[config.mk]
export PLATFORM = sky130hd
export DESIGN_NAME = psw_top
export DESIGN_NICKNAME = d
export VERILOG_FILES = /design/src/verilog/psw_top.v
export VERILOG_INCLUDE_DIRS = /design/src /design/src/include
export SDC_FILE = /design/constraint.sdc
export NUM_CORES = 1
export LEC_CHECK = 0
export ABC_CLOCK_PERIOD_IN_PS = 4080
export BUFFER_PORTS_ARGS = -buffer_cell sky130_fd_sc_hd__buf_2
export CORE_AREA = 3 3 236 238
export CTS_BUF_LIST = sky130_fd_sc_hd__clkbuf_16
export DETAILED_ROUTE_END_ITERATION = 10
export DIE_AREA = 0 0 239 241
export PLACE_DENSITY = 0.56
export SETUP_SLACK_MARGIN = 0.4
export SLEW_MARGIN = 20
export SYNTH_ARGS = -nofsm -noshare
export SYNTH_HDL_FRONTEND = slang
export SYNTH_SLANG_ARGS = --single-unit
[constraint.sdc]
create_clock -name REF_CLK -period 4.08 [get_ports REF_CLK]
set_input_delay 0.204 -clock REF_CLK [delete_from_list [all_inputs] [get_ports REF_CLK]]
set_output_delay 0.204 -clock REF_CLK [all_outputs]
set_load 0.02 [all_outputs]
[src/include/psw_regs.vh]
// Purpose: Register map, field positions, codes and timing constants of the
//          protection switch selector.
// Assumes: 32-bit AXI4-Lite register words, 40 MHz reference clock.
// Notes:   Definitions only.
`ifndef PSW_REGS_VH
`define PSW_REGS_VH

// ==========================================================================
// Register byte offsets
`define PSW_REG_CTRL 8'h00
`define PSW_REG_CMD 8'h04
`define PSW_REG_STATUS 8'h08
`define PSW_REG_PRIO 8'h0C
`define PSW_REG_CLIENT0 8'h10

// ==========================================================================
// Control register fields and reset value
`define PSW_CTRL_SPLIT 0
`define PSW_CTRL_OTN 1
`define PSW_CTRL_SDH 2
`define PSW_CTRL_TIM 3
`define PSW_CTRL_PL_LO 4
`define PSW_CTRL_PL_HI 5
`define PSW_CTRL_ROLE 6
`define PSW_CTRL_RST 7'h00

// Payload type codes.
`define PSW_PL_FRAMED 2'h0
`define PSW_PL_GE 2'h1
`define PSW_PL_TENGE 2'h2
`define PSW_PL_FC 2'h3

// Per-client register fields.
`define PSW_CL_YCAB 0
`define PSW_CL_ADMIN_DIS 1
`define PSW_CL_SQUELCH 2
`define PSW_CL_ALS 3
`define PSW_CL_RST 4'h0

// Status register fields above the per-client selection bits.
`define PSW_ST_SPLIT_REFUSED 8
`define PSW_ST_SPLIT_ACTIVE 9
`define PSW_ST_SOAK_W 10
`define PSW_ST_SOAK_P 11

// ==========================================================================
// Commands, written to CMD bits [2:0], client index in bits [7:4]
`define PSW_CMD_NONE 3'h0
`define PSW_CMD_CLEAR 3'h1
`define PSW_CMD_LOCKOUT 3'h2
`define PSW_CMD_FS_TO_P 3'h3
`define PSW_CMD_FS_TO_W 3'h4
`define PSW_CMD_MS_TO_P 3'h5
`define PSW_CMD_MS_TO_W 3'h6

// ==========================================================================
// Request priorities, larger wins
`define PSW_PRI_LO 4'h8
`define PSW_PRI_FS 4'h7
`define PSW_PRI_SF 4'h6
`define PSW_PRI_SD 4'h5
`define PSW_PRI_MS 4'h4
`define PSW_PRI_WTR 4'h3
`define PSW_PRI_DNR 4'h2
`define PSW_PRI_NR 4'h1

// ==========================================================================
// Trunk defect vector bit positions
`define PSW_D_OTU_LOS 0
`define PSW_D_OTU_LOF 1
`define PSW_D_OTU_LOM 2
`define PSW_D_OTU_AIS 3
`define PSW_D_ODU_AIS 4
`define PSW_D_OTU_BER_SF 5
`define PSW_D_OTU_BER_SD 6
`define PSW_D_SM_TIM 7
`define PSW_D_PM_TIM 8
`define PSW_D_SEC_LOF 9
`define PSW_D_SEC_LOS 10
`define PSW_D_LINE_SF 11
`define PSW_D_LINE_SD 12
`define PSW_D_LINE_AIS 13
`define PSW_D_SEC_TRACE 14
`define PSW_D_REGEN_TRACE 15
`define PSW_D_CARRIER 16
`define PSW_D_GE_OOS 17
`define PSW_D_TENGIG_SYNC 18
`define PSW_D_FC_SIGNAL 19
`define PSW_D_FC_OOS 20
`define PSW_D_FC_SYNC 21
`define PSW_NDEF 22

// ==========================================================================
// Timing
`define PSW_CLK_HZ 40000000
`define PSW_SOAK_MS 1000
`define PSW_HOLD_MS 1500

`endif

[src/verilog/psw_top.v]
// Purpose: Protection switch selector for Y-cable and splitter groups.
// Assumes: Trunk defect inputs come from framers on REF_CLK.
// Operation
// - Y-cable: bridge transmit, select one receive path.
// - Switch: standby client laser off, active on.
// - Active laser off if disabled, squelched, shut.
// - Client receivers, trunk transmitters stay on unless disabled.
// - Independent selector per protected client facility.
// - Same facility pairs; one card role for all.
// - Splitter: enable chosen trunk receiver, route it.
// - Splitter: standby trunk transmitter stays enabled.
// - Refuse splitter while any client is Y-cable.
// - Priorities: lockout 8 down to no request 1.
// - Equal priority above do-not-revert: protect dominates.
// - Route traffic away from highest priority path.
// - Framing on: listed trunk defects give signal fail.
// - Framing on: degraded error rate gives degrade.
// - SONET trunk defects give fail or degrade.
// - SDH trunk defects give fail or degrade.
// - Trace mismatch with checking on gives fail.
// - Ethernet carrier, service, sync loss give fail.
// - Fibre Channel loss, service, sync give fail.
// - Hold selection 1.5 seconds after each switch.
// - Shared one-second soak-to-clear, restarts on recurrence.
// - Clear cancels lockout, forced and manual commands.
`timescale 1ns/1ps
`include "psw_regs.vh"

module psw_top #(
  parameter N_CLIENT = 4,
  parameter SOAK_CYC = `PSW_CLK_HZ / 1000 * `PSW_SOAK_MS,
  parameter HOLD_CYC = `PSW_CLK_HZ / 1000 * `PSW_HOLD_MS
) (
  input wire REF_CLK,
  input wire RSTN,
  input wire [`PSW_NDEF-1:0] W_DEFECT,
  input wire [`PSW_NDEF-1:0] P_DEFECT,
  output wire [N_CLIENT-1:0] CLIENT_TX_EN,
  output wire [N_CLIENT-1:0] CLIENT_RX_EN,
  output wire [N_CLIENT-1:0] RX_PATH_SEL,
  output wire [1:0] TRUNK_TX_EN,
  output wire [1:0] TRUNK_RX_EN,
  output wire TRUNK_RX_SEL,
  output wire CARD_ROLE_PROT,
  input wire [7:0] S_AXI_AWADDR,
  input wire S_AXI_AWVALID,
  output wire S_AXI_AWREADY,
  input wire [31:0] S_AXI_WDATA,
  input wire [3:0] S_AXI_WSTRB,
  input wire S_AXI_WVALID,
  output wire S_AXI_WREADY,
  output wire [1:0] S_AXI_BRESP,
  output wire S_AXI_BVALID,
  input wire S_AXI_BREADY,
  input wire [7:0] S_AXI_ARADDR,
  input wire S_AXI_ARVALID,
  output wire S_AXI_ARREADY,
  output wire [31:0] S_AXI_RDATA,
  output wire [1:0] S_AXI_RRESP,
  output wire S_AXI_RVALID,
  input wire S_AXI_RREADY
);

  // ========================================================================
  // Condition to priority mapping

  // Signal-fail defects that share the one-second soak timer.
  function sf_soaked;
    input [`PSW_NDEF-1:0] d;
    input [6:0] c;
    begin
      if (c[`PSW_CTRL_OTN])
        sf_soaked = d[`PSW_D_OTU_LOS] | d[`PSW_D_OTU_LOF] | d[`PSW_D_OTU_LOM] |
                    d[`PSW_D_OTU_AIS] | d[`PSW_D_ODU_AIS] | d[`PSW_D_SM_TIM] |
                    d[`PSW_D_PM_TIM];
      else
        sf_soaked = ((c[`PSW_CTRL_PL_HI:`PSW_CTRL_PL_LO] == `PSW_PL_FRAMED) &
                     (d[`PSW_D_SEC_LOF] | d[`PSW_D_SEC_LOS] | d[`PSW_D_LINE_SF] |
                      d[`PSW_D_LINE_AIS])) |
                    (c[`PSW_CTRL_TIM] & (c[`PSW_CTRL_SDH] ? d[`PSW_D_REGEN_TRACE] :
                                         d[`PSW_D_SEC_TRACE])) |
                    ((c[`PSW_CTRL_PL_HI:`PSW_CTRL_PL_LO] == `PSW_PL_GE) &
                     (d[`PSW_D_CARRIER] | d[`PSW_D_GE_OOS])) |
                    ((c[`PSW_CTRL_PL_HI:`PSW_CTRL_PL_LO] == `PSW_PL_TENGE) &
                     d[`PSW_D_TENGIG_SYNC]) |
                    ((c[`PSW_CTRL_PL_HI:`PSW_CTRL_PL_LO] == `PSW_PL_FC) &
                     (d[`PSW_D_FC_SIGNAL] | d[`PSW_D_FC_OOS] | d[`PSW_D_FC_SYNC]));
    end
  endfunction

  function [3:0] max_pri;
    input [3:0] a;
    input [3:0] b;
    begin
      max_pri = (a > b) ? a : b;
    end
  endfunction

  // ========================================================================
  // Registers and shared state

  reg [6:0] ctrl_r;
  wire [4*N_CLIENT-1:0] client_r;
  wire [3*N_CLIENT-1:0] cmd_r;
  wire [N_CLIENT-1:0] sel_r;
  wire [8*N_CLIENT-1:0] pri_r;
  wire [3:0] path_pri [0:1];
  wire [1:0] soak_busy;
  wire [N_CLIENT-1:0] ycab;
  wire split_refused;
  wire split_ok;

  wire [2*`PSW_NDEF-1:0] defects = {P_DEFECT, W_DEFECT};

  genvar gi;

  // ========================================================================
  // Per-path soak-to-clear and path priority

  generate
    for (gi = 0; gi < 2; gi = gi + 1)
    begin : g_path
      wire [`PSW_NDEF-1:0] d = defects[gi*`PSW_NDEF +: `PSW_NDEF];
      wire sf_now = sf_soaked(d, ctrl_r);
      wire ber_sf = ctrl_r[`PSW_CTRL_OTN] & d[`PSW_D_OTU_BER_SF];
      wire sd_now = ctrl_r[`PSW_CTRL_OTN] ? d[`PSW_D_OTU_BER_SD] :
                    ((ctrl_r[`PSW_CTRL_PL_HI:`PSW_CTRL_PL_LO] == `PSW_PL_FRAMED) &
                     d[`PSW_D_LINE_SD]);
      reg [31:0] soak_r;
      reg [31:0] soak_nxt;

      // While the condition is present the timer stays loaded, so a
      // recurrence restarts the full interval once it clears again.
      always @*
      begin
        soak_nxt = soak_r;
        if (sf_now)
          soak_nxt = SOAK_CYC - 1;
        else if (soak_r != 32'h0000_0000)
          soak_nxt = soak_r - 32'h0000_0001;
      end

      always @(posedge REF_CLK or negedge RSTN)
      begin
        if (!RSTN)
          soak_r <= 32'h0000_0000;
        else
          soak_r <= soak_nxt;
      end

      assign soak_busy[gi] = (soak_r != 32'h0000_0000);
      assign path_pri[gi] = (sf_now | soak_busy[gi] | ber_sf) ? `PSW_PRI_SF :
                            sd_now ? `PSW_PRI_SD : `PSW_PRI_NR;
    end
  endgenerate

  // ========================================================================
  // Splitter mode

  assign split_refused = ctrl_r[`PSW_CTRL_SPLIT] & (|ycab);
  assign split_ok = ctrl_r[`PSW_CTRL_SPLIT] & ~(|ycab);

  // ========================================================================
  // AXI4-Lite slave

  reg aw_held_r;
  reg [7:0] awaddr_r;
  reg w_held_r;
  reg [31:0] wdata_r;
  reg [3:0] wstrb_r;
  reg bvalid_r;
  reg [1:0] bresp_r;
  reg rvalid_r;
  reg [31:0] rdata_r;
  reg [1:0] rresp_r;

  wire aw_take = S_AXI_AWVALID & S_AXI_AWREADY;
  wire w_take = S_AXI_WVALID & S_AXI_WREADY;
  wire wr_go = aw_held_r & w_held_r & ~bvalid_r;
  wire ar_take = S_AXI_ARVALID & S_AXI_ARREADY;
  wire wr_lane0 = wr_go & wstrb_r[0];
  wire wr_cmd = wr_lane0 & (awaddr_r == `PSW_REG_CMD);

  function addr_ok;
    input [7:0] a;
    begin
      addr_ok = (a[1:0] == 2'h0) & (a < (`PSW_REG_CLIENT0 + 4 * N_CLIENT));
    end
  endfunction

  assign S_AXI_AWREADY = ~aw_held_r & ~bvalid_r;
  assign S_AXI_WREADY = ~w_held_r & ~bvalid_r;
  assign S_AXI_BVALID = bvalid_r;
  assign S_AXI_BRESP = bresp_r;
  assign S_AXI_ARREADY = ~rvalid_r;
  assign S_AXI_RVALID = rvalid_r;
  assign S_AXI_RDATA = rdata_r;
  assign S_AXI_RRESP = rresp_r;

  always @(posedge REF_CLK or negedge RSTN)
  begin
    if (!RSTN)
    begin
      aw_held_r <= 1'b0;
      awaddr_r <= 8'h00;
      w_held_r <= 1'b0;
      wdata_r <= 32'h0000_0000;
      wstrb_r <= 4'h0;
      bvalid_r <= 1'b0;
      bresp_r <= 2'h0;
      ctrl_r <= `PSW_CTRL_RST;
    end
    else
    begin
      if (aw_take)
      begin
        aw_held_r <= 1'b1;
        awaddr_r <= S_AXI_AWADDR;
      end
      if (w_take)
      begin
        w_held_r <= 1'b1;
        wdata_r <= S_AXI_WDATA;
        wstrb_r <= S_AXI_WSTRB;
      end
      if (wr_go)
      begin
        aw_held_r <= 1'b0;
        w_held_r <= 1'b0;
        bvalid_r <= 1'b1;
        bresp_r <= addr_ok(awaddr_r) ? 2'h0 : 2'h2;
        if (wstrb_r[0] && awaddr_r == `PSW_REG_CTRL)
          ctrl_r <= wdata_r[6:0];
      end
      else if (bvalid_r && S_AXI_BREADY)
        bvalid_r <= 1'b0;
    end
  end

  // Read data.
  reg [31:0] rd_val;
  integer k;

  always @*
  begin
    rd_val = 32'h0000_0000;
    case (S_AXI_ARADDR)
      `PSW_REG_CTRL: rd_val = {25'h000_0000, ctrl_r};
      `PSW_REG_STATUS:
      begin
        rd_val[N_CLIENT-1:0] = sel_r;
        rd_val[`PSW_ST_SPLIT_REFUSED] = split_refused;
        rd_val[`PSW_ST_SPLIT_ACTIVE] = split_ok;
        rd_val[`PSW_ST_SOAK_W] = soak_busy[0];
        rd_val[`PSW_ST_SOAK_P] = soak_busy[1];
      end
      `PSW_REG_PRIO: rd_val[8*N_CLIENT-1:0] = pri_r;
      default:
      begin
        for (k = 0; k < N_CLIENT; k = k + 1)
          if (S_AXI_ARADDR == `PSW_REG_CLIENT0 + 4 * k)
            rd_val[6:0] = {cmd_r[3*k +: 3], client_r[4*k +: 4]};
      end
    endcase
  end

  always @(posedge REF_CLK or negedge RSTN)
  begin
    if (!RSTN)
    begin
      rvalid_r <= 1'b0;
      rdata_r <= 32'h0000_0000;
      rresp_r <= 2'h0;
    end
    else if (ar_take)
    begin
      rvalid_r <= 1'b1;
      rdata_r <= rd_val;
      rresp_r <= addr_ok(S_AXI_ARADDR) ? 2'h0 : 2'h2;
    end
    else if (rvalid_r && S_AXI_RREADY)
      rvalid_r <= 1'b0;
  end

  // ========================================================================
  // Per-client selectors

  generate
    for (gi = 0; gi < N_CLIENT; gi = gi + 1)
    begin : g_client
      // Facility gi of this card pairs with facility gi of the peer card.
      wire [3:0] cfg = client_r[4*gi +: 4];
      wire [2:0] cmd = cmd_r[3*gi +: 3];
      wire active_en = cfg[`PSW_CL_YCAB] | ((gi == 0) & split_ok);
      wire [3:0] wp_r = pri_r[8*gi +: 4];
      wire [3:0] pp_r = pri_r[8*gi+4 +: 4];
      reg [3:0] cmd_w;
      reg [3:0] cmd_p;
      reg want;
      reg [31:0] hold_r;
      reg [3:0] cfg_r;
      reg [2:0] cmd_c_r;
      reg [7:0] pri_c_r;
      reg sel_c_r;
      wire on_card;
      assign client_r[4*gi +: 4] = cfg_r;
      assign cmd_r[3*gi +: 3] = cmd_c_r;
      assign pri_r[8*gi +: 8] = pri_c_r;
      assign sel_r[gi] = sel_c_r;

      always @*
      begin
        cmd_w = `PSW_PRI_NR;
        cmd_p = `PSW_PRI_NR;
        case (cmd)
          `PSW_CMD_LOCKOUT: cmd_p = `PSW_PRI_LO;
          `PSW_CMD_FS_TO_P: cmd_w = `PSW_PRI_FS;
          `PSW_CMD_FS_TO_W: cmd_p = `PSW_PRI_FS;
          `PSW_CMD_MS_TO_P: cmd_w = `PSW_PRI_MS;
          `PSW_CMD_MS_TO_W: cmd_p = `PSW_PRI_MS;
          default: cmd_w = `PSW_PRI_NR;
        endcase
      end

      // Traffic moves away from the higher request; a tie above
      // do-not-revert counts against protect, else the selection stays.
      always @*
      begin
        if (!active_en)
          want = 1'b0;
        else if (wp_r > pp_r)
          want = 1'b1;
        else if (pp_r > wp_r)
          want = 1'b0;
        else if (wp_r > `PSW_PRI_DNR)
          want = 1'b0;
        else
          want = sel_r[gi];
      end

      always @(posedge REF_CLK or negedge RSTN)
      begin
        if (!RSTN)
        begin
          cfg_r <= `PSW_CL_RST;
          cmd_c_r <= `PSW_CMD_NONE;
          pri_c_r <= {`PSW_PRI_NR, `PSW_PRI_NR};
          sel_c_r <= 1'b0;
          hold_r <= 32'h0000_0000;
        end
        else
        begin
          if (wr_lane0 && awaddr_r == `PSW_REG_CLIENT0 + 4 * gi)
            cfg_r <= wdata_r[3:0];
          if (wr_cmd && wdata_r[7:4] == gi)
          begin
            if (wdata_r[2:0] == `PSW_CMD_CLEAR)
              cmd_c_r <= `PSW_CMD_NONE;
            else if (wdata_r[2:0] <= `PSW_CMD_MS_TO_W)
              cmd_c_r <= wdata_r[2:0];
          end
          pri_c_r <= {max_pri(path_pri[1], cmd_p), max_pri(path_pri[0], cmd_w)};
          if (hold_r != 32'h0000_0000)
            hold_r <= hold_r - 32'h0000_0001;
          else if (want != sel_c_r)
          begin
            sel_c_r <= want;
            hold_r <= HOLD_CYC - 1;
          end
        end
      end

      // This card carries the active port when its role matches the path.
      assign on_card = ctrl_r[`PSW_CTRL_ROLE] ? sel_r[gi] : ~sel_r[gi];
      assign CLIENT_TX_EN[gi] = (~cfg[`PSW_CL_YCAB] | on_card) &
                                ~cfg[`PSW_CL_ADMIN_DIS] & ~cfg[`PSW_CL_SQUELCH] &
                                ~cfg[`PSW_CL_ALS];
      assign CLIENT_RX_EN[gi] = ~cfg[`PSW_CL_ADMIN_DIS];
      assign RX_PATH_SEL[gi] = sel_r[gi];
      assign ycab[gi] = cfg[`PSW_CL_YCAB];
    end
  endgenerate

  // ========================================================================
  // Trunk enables

  assign TRUNK_TX_EN = 2'b11;
  assign TRUNK_RX_SEL = split_ok & sel_r[0];
  assign TRUNK_RX_EN = split_ok ? {sel_r[0], ~sel_r[0]} : 2'b11;
  assign CARD_ROLE_PROT = ctrl_r[`PSW_CTRL_ROLE];

endmodule // psw_top

==> impl_metrics.env, run 1 <==
export IMPL_status="finished, final reports clean"
export IMPL_cp_common_cell="nand3_1"
export IMPL_vias=12460
export IMPL_r2r_end="g_client[3].pri_c_r[0]"
export IMPL_drv_slew=0
export IMPL_crit_path_cell_trace="mux2_2 -> nand2_1 -> nand3_1 -> o31a_2 -> a211oi_1 -> o211a_1 -> inv_1 -> ha_1 -> nor2b_1 -> nand3_1 -> nor2_1 -> nor3_1"
export IMPL_synthFlopType="dfrtp_1"
export IMPL_synth_most_common_cell="dfrtp_1"
export IMPL_avgSynthCellArea_um2=9.737
export IMPL_dr_pass1_iters=6
export IMPL_synth_top_area_share_pct=47.35
export IMPL_grt_overflow_total=0
export IMPL_ir_drop_mv=0.2422
export IMPL_drv_cap=0
export IMPL_synth_compound_area_share_pct=9.890
export IMPL_synth_seq_cells=312
export IMPL_htreeDepth=2
export IMPL_fin_crit_sh_pct=82.29
export IMPL_yosysSeqAreaShare_pct=48.66
export IMPL_start_util_pct=29.86
export IMPL_grt_pass1_vias=12540
export IMPL_critical_path_slowest_cell="o31a_2"
export IMPL_setup_viol=0
export IMPL_fp_dieArea_mm2=0.05760
export IMPL_critical_path_max_stage_delay_ns=0.51
export IMPL_min_path_type="primary input to flop"
export IMPL_crit_arrival_ns=3.81
export IMPL_tightest_slew_ns=0.9462
export IMPL_drc=0
export IMPL_min_from="S_AXI_ARADDR[5]"
export IMPL_yosysTopAreaCell="dfrtp_1"
export IMPL_die_h_um=241
export IMPL_grt_util_all_layers_pct=13.73
export IMPL_antenna_cells=0
export IMPL_slew_limit_headroom_pct=36.62
export IMPL_wire_per_inst_um=15.44
export IMPL_synth_distinct_cells=82
export IMPL_drive_gt1_share_pct=16.51
export IMPL_worstRegToRegCells=12
export IMPL_antenna_found_initial=0
export IMPL_crit_fanout=17
export IMPL_core_rowCount=85
export IMPL_start_kind="flop"
export IMPL_insertion_delay_ns=0.54
export IMPL_crit_type="flop to flop"
export IMPL_yosys_area_share_simple_pct=23.02
export IMPL_dp_cells=2428
export IMPL_p_leak_nw=8.132
export IMPL_yosys_top_cells_area="dfrtp_1 (47%), nand2_1 (4.3%), xnor2_1 (3.8%), nor2_1 (3.6%), mux2_2 (3.6%)"
export IMPL_hold_slack_ns=0.04307
export IMPL_numCtsBuffers=38
export IMPL_coreArea_mm2=0.05381
export IMPL_synth_top_family_by_area="simple AND/OR/NAND/NOR gates"
export IMPL_power_density_mw_per_mm2=516.2
export IMPL_layout_nets=1936
export IMPL_io_buffers=128
export IMPL_period_minus_slack_ns=3.357
export IMPL_io_pins=162
export IMPL_num_fill_cells=5484
export IMPL_place_congestion=0.7958
export IMPL_yosys_area_share_xor_xnor_pct=6.596
export IMPL_clk_pin_slew_worst_paths_ns=0.06
export IMPL_setup_slack_ns=0.7228
export IMPL_synth_adder_area_share_pct=3.037
export IMPL_drt_wl_total_um=38880
export IMPL_synth_edf_count=0
export IMPL_pre_cts_slack_ns=0.5179
export IMPL_via_per_inst=4.947
export IMPL_holdPathEnd="S_AXI_RDATA[4]"
export IMPL_clock_sinks=312
export IMPL_max_freq_ghz=0.2979
export IMPL_synth_cells=1650
export IMPL_whs_path_depth=4
export IMPL_ant_nets=0
export IMPL_endpoint_kind="flop"
export IMPL_synthMuxAreaShare_pct=5.334
export IMPL_drt_iter0_drc=596
export IMPL_dp_hpwl_um=27710
export IMPL_clock_skew_ns=0.02493
export IMPL_hold_viol_final=0
export IMPL_cts_setup_buffers=0
export IMPL_multi_input_area_mm2=0.007750
export IMPL_worst_ep_required_time_ns=4.53
export IMPL_grt_max_degree=101
export IMPL_clockBufferDepth=3
export IMPL_cts_root_buf="clkbuf_16"
export IMPL_finalSetupTns_ns=0
export IMPL_reg2reg_from="ctrl_r[2]"
export IMPL_synthArstFlopShare_pct=100.0
export IMPL_netlist_area_mm2=0.01607
export IMPL_placedInstanceArea_mm2=0.01745
export IMPL_finalNonFillerCells=2519
export IMPL_grt_pass1_wl_um=64960
export IMPL_synth_commonest_cells="dfrtp_1 (304), nand2_1 (185), nor2_1 (154)"
export IMPL_grt_setup_unrepaired="false"
export IMPL_area_delta_synth_final_pct=17.57
export IMPL_cts_tree="yes"
export IMPL_ff2ff_setup_slack_ns=0.72
export IMPL_die_w_um=239
export IMPL_final_area_mm2=0.01889
export IMPL_layout_area_seq_mm2=0.007818
export IMPL_synth_warnings=0
[cell type report]
class | instances | area share (%)
timing repair buffer | 172 | 5.617
multi-input combinational | 1218 | 41.03
inverter | 52 | 1.033
clock inverter | 30 | 1.159
clock buffer | 39 | 5.167
sequential | 312 | 41.39
tap | 696 | 4.610
[power breakdown]
| group | switching [mW] | internal (mW) | leakage, nW | total (mW) |
|---|---|---|---|---|
| Sequential | 0.758 | 3.78 | 3.84 | 4.54 |
| Combinational | 1.09 | 0.901 | 3.65 | 1.99 |
| Clock | 1.30 | 1.92 | 0.641 | 3.22 |
[cell usage in the layout, fill, tap and decap left out, types with 6 or more instances in the layout]
master / count
dfrtp_1: 304
nand2_1: 185
nor2_1: 154
buf_2: 127
nor3_1: 84
o21ai_0: 83
xnor2_1: 70
inv_1: 68
a21oi_1: 67
nand3_1: 58
xor2_1: 51
mux2_2: 51
nor4_1: 45
ha_1: 39
clkbuf_16: 39
nand2b_1: 29
mux2i_1: 26
o31ai_1: 23
or3_1: 22
dlygate4sd3_1: 22
nor2b_1: 20
buf_4: 20
or4_1: 18
and3_1: 12
a22oi_1: 12
nand4_1: 10
nand4b_1: 8
o211ai_1: 8
or2_2: 8
nor3b_1: 8
and2_1: 8
dfstp_2: 8
a211oi_1: 7
nand3b_1: 7
clkinv_1: 7
a31oi_1: 6
nor4_2: 6
a21o_1: 6
conb_1: 6
[flip-flops by register name, indices dropped and copies added (netlist names), 4 cells and up]
signal and flops:
g_client.sel_c_r 4, awaddr_r 8, ctrl_r 7, g_path.soak_r 64, wdata_r 8, S_AXI_RDATA 30
g_client.hold_r 128, g_client.pri_c_r 28, g_client.cmd 12, g_client.cfg 16
[what timing repair did]
| item | 4_1_cts | 5_1_grt |
|---|---|---|
| hold buffers | 22 | 0 |
| setup endpoints to repair | 0 | 10 |
| endpoints found under the hold margin | 118 | 0 |
| gates resized for setup | 0 | 4 |
[per-stage QoR]
| stage | total power, mW | util, % |
|---|---|---|
| after global placement | 6.488 | 32.43 |
| after CTS | 9.904 | 35.06 |
| after global routing | 10.38 | 35.10 |
| after detailed placement | 6.576 | 32.43 |
| final | 9.751 | 35.10 |
| after floorplan | 5.897 | - |
[how the worst max path moves through the flow]
| stage | slack [ns] | from | end | cells after the start |
|---|---|---|---|---|
| 6_report | 0.72 | ctrl_r[2] | g_client[3].pri_c_r[0] | 12 |
| 5_1_grt | 0.42 | g_path[1].soak_r[26] | g_client[3].pri_c_r[5] | 11 |
| 4_1_cts | 0.47 | g_path[1].soak_r[26] | g_client[2].pri_c_r[4] | 11 |
| 3_5_place_dp | 0.52 | g_path[1].soak_r[26] | g_client[2].pri_c_r[4] | 11 |
| 3_3_place_gp | 0.59 | g_path[1].soak_r[26] | g_client[2].pri_c_r[4] | 11 |
| 2_1_floorplan | 0.81 | g_path[1].soak_r[26] | g_client[2].pri_c_r[4] | 11 |
[metal layers]
metal	GRT usage (%)	share of wire (%)	vias to the layer above
met1	18.09	47	6042
met4	6.011	3.8	0
met3	2.411	3.7	78
li1	-	-	6117
met2	22.28	46	224
met5	0	0	-
[cells by family (layout without fill, tap and decap cells)]
kind of cell | after synthesis | in the layout
buffers and inverters | 124 | 293
DFF | 312 | 312
AOI/OAI and AO/OA | 256 | 256
and+or+nand+nor | 718 | 718
adders and majority gates | 39 | 39
muxes | 78 | 78
xor gates and xnor gates | 121 | 121
other | 2 | 6
[critical path, delay by kind of cell (launching register included)]
family	cells	cell delay (ns)
compound gates	3	1.29
simple gates	6	0.67
flops	1	0.50
mux	1	0.38
fa+ha+maj	1	0.25
buf+inv	1	0.17
No activity file was read; power rests on OpenSTA's default activity.
==> run 2, diff against run 1 <==
Settings changed: ABC_CLOCK_PERIOD_IN_PS 4080 to 2800, PLACE_DENSITY 0.56 to 0.57.
Clock period 4.08 ns to 2.8 ns, I/O delays scaled along.
==> run 2 against run 1 <==
Net effect:
- the run now ends with setup timing left
- global-route usage grew 1.0 points
- first-iteration DRC count grew 19%
- die area is the same
- register-to-register slack worse by 0.85 ns
- clock-buffer cell count unchanged
- sequential share of layout area down 6.1 points
- critical path type unchanged
- largest power group unchanged
==> impl_metrics.env, run 2 (synthesized netlist as in run 1, its figures left out) <==
export IMPL_dp_hpwl_um=29280
export IMPL_drc=0
export IMPL_clockBufferDepth=3
export IMPL_clk_pin_slew_worst_paths_ns=0.06
export IMPL_die_h_um=241
export IMPL_whs_path_depth=6
export IMPL_ff2ff_setup_slack_ns=-0.13
export IMPL_insertion_delay_ns=0.56
export IMPL_via_per_inst=4.980
export IMPL_fp_dieArea_mm2=0.05760
export IMPL_final_common_cell="dfrtp_1"
export IMPL_cts_root_buf="clkbuf_16"
export IMPL_crit_start="g_path[1].soak_r[7]"
export IMPL_antenna_found_initial=0
export IMPL_antenna_cells=0
export IMPL_power_density_mw_per_mm2=706.7
export IMPL_grt_pass1_vias=13230
export IMPL_grt_util_all_layers_pct=14.73
export IMPL_drive_gt1_share_pct=36.48
export IMPL_htreeDepth=2
export IMPL_worstRegToRegCells=11
export IMPL_pre_cts_slack_ns=-0.1018
export IMPL_p_leak_nw=9.435
export IMPL_final_core_util_pct=41.19
export IMPL_start_kind="flop"
export IMPL_endpoint_kind="flop"
export IMPL_hold_slack_ns=0.09709
export IMPL_hold_viol_final=0
export IMPL_largest_reg_flops=128
export IMPL_layout_cells_most_common_list="dfrtp_1 (296), nand2_1 (164), buf_2 (127), buf_4 (127), nor2_1 (116)"
export IMPL_max_freq_ghz=0.3416
export IMPL_grt_overflow_total=0
export IMPL_violations="setup timing"
export IMPL_cts_tree="yes"
export IMPL_min_path_type="primary input to flop"
export IMPL_area_delta_synth_final_pct=37.95
export IMPL_final_area_mm2=0.02216
export IMPL_reg2reg_from="g_path[1].soak_r[7]"
export IMPL_setup_viol=8
export IMPL_drv_slew=0
export IMPL_period_minus_slack_ns=2.927
export IMPL_status="complete, but fails checks"
export IMPL_wire_per_inst_um=16.37
export IMPL_crit_type="flop to flop"
export IMPL_setup_slack_ns=-0.1273
export IMPL_drt_iter0_drc=710
export IMPL_clock_sinks=312
export IMPL_fin_crit_sh_pct=104.5
export IMPL_tightest_slew_ns=0.8164
export IMPL_io_pins=162
export IMPL_r2r_end="g_client[3].pri_c_r[4]"
export IMPL_grt_max_degree=75
export IMPL_dr_pass1_iters=5
export IMPL_core_rowCount=85
export IMPL_crit_fanout=7
export IMPL_grt_pass1_wl_um=68930
export IMPL_finalNonFillerCells=2686
export IMPL_crit_arrival_ns=3.37
export IMPL_placedInstanceArea_mm2=0.01829
export IMPL_drt_wl_total_um=43970
export IMPL_die_w_um=239
export IMPL_drv_cap=0
export IMPL_slew_limit_headroom_pct=45.44
export IMPL_layout_nets=2103
export IMPL_top_register="g_client.hold_r"
export IMPL_clock_skew_ns=0.03299
export IMPL_cp_endpoint="g_client[3].pri_c_r[4]"
export IMPL_dp_cells=2496
export IMPL_ir_drop_mv=0.4313
export IMPL_ant_nets=0
export IMPL_worst_ep_required_time_ns=3.24
export IMPL_io_buffers=128
export IMPL_vias=13380
export IMPL_coreArea_mm2=0.05381
export IMPL_numCtsBuffers=39
export IMPL_grt_setup_unrepaired="true"
export IMPL_place_congestion=0.8050
export IMPL_start_util_pct=29.86
-- run 2: changes by cell type in the layout (fill, tap and decap cells not counted), sizes merged --
cell / before / now
buf: 150 / 313
inv: 68 / 61
clkinv: 11 / 15
clkinvlp: 0 / 3
and2: 9 / 10
and2b: 2 / 3
bufinv: 3 / 4
dlygate4sd3: 22 / 23
-- run 2: worst max-delay path, cell delays in order (launching register included) --
cell and delay (ns):
dfrtp_1 0.38, or4_4 0.55, or4_4 0.52, nor2_4 0.13, nand3_4 0.18, buf_6 0.18
ha_4 0.20, nor2b_4 0.12, o21ai_2 0.14, nor2_2 0.06, or2_1 0.24, o211ai_1 0.10
-- run 2: how the worst min path moves through the flow --
stage                          startpoint                     end  slack (ns)
after floorplan                      RSTN          S_AXI_BRESP[1]       -0.16
after global placement               RSTN            S_AXI_RVALID        0.17
after detailed placement             RSTN  g_client[2].hold_r[16]        0.18
after CTS                 S_AXI_ARADDR[4]          S_AXI_RDATA[3]        0.05
after global routing      S_AXI_ARADDR[6]          S_AXI_RDATA[4]        0.11
final                     S_AXI_ARADDR[0]          S_AXI_RDATA[4]         0.1
-- run 2: repair_timing --
action                                 4_1_cts  5_1_grt
hold buffers                                23        0
endpoints found under the hold margin       92        0
gates resized for setup                    136      251
gates cloned                                 2        1
buffers inserted                            42       52
pin swaps                                   67      127
setup endpoints to repair                  141      166
-- run 2: metal layers --
metal / vias to the layer above / global-route usage [%] / wire, um
met1: 6636 / 18.81 / 19340
met3: 74 / 2.114 / 1401
met4: 0 / 5.662 / 1243
met5: - / 0 / 0
li1: 6430 / - / -
met2: 237 / 25.37 / 21990
-- run 2: final cells by class --
cell class | count | area (um2)
clock inverters | 31 | 269.0
multi-input cells | 1220 | 9492
fillers | 5069 | 31650
well taps | 696 | 870.8
repair buffers | 336 | 2526
clock buffers | 39 | 975.9
inverters | 52 | 202.7
flip-flops and latches | 312 | 7828
-- run 2: power breakdown --
part	switching [mW]	internal (mW)
Sequential	1.30	5.51
Combinational	2.05	1.87
Clock	2.01	2.91
-- run 2: metrics by stage --
| stage | power [mW] | TNS (ns) |
|---|---|---|
| 6_report | 15.66 | -0.3281 |
| 5_1_grt | 16.58 | -1.885 |
| 4_1_cts | 15.09 | -0.2704 |
| 3_5_place_dp | 9.719 | -0.4687 |
| 3_3_place_gp | 9.579 | -0.1325 |
| 2_1_floorplan | 8.632 | 0 |
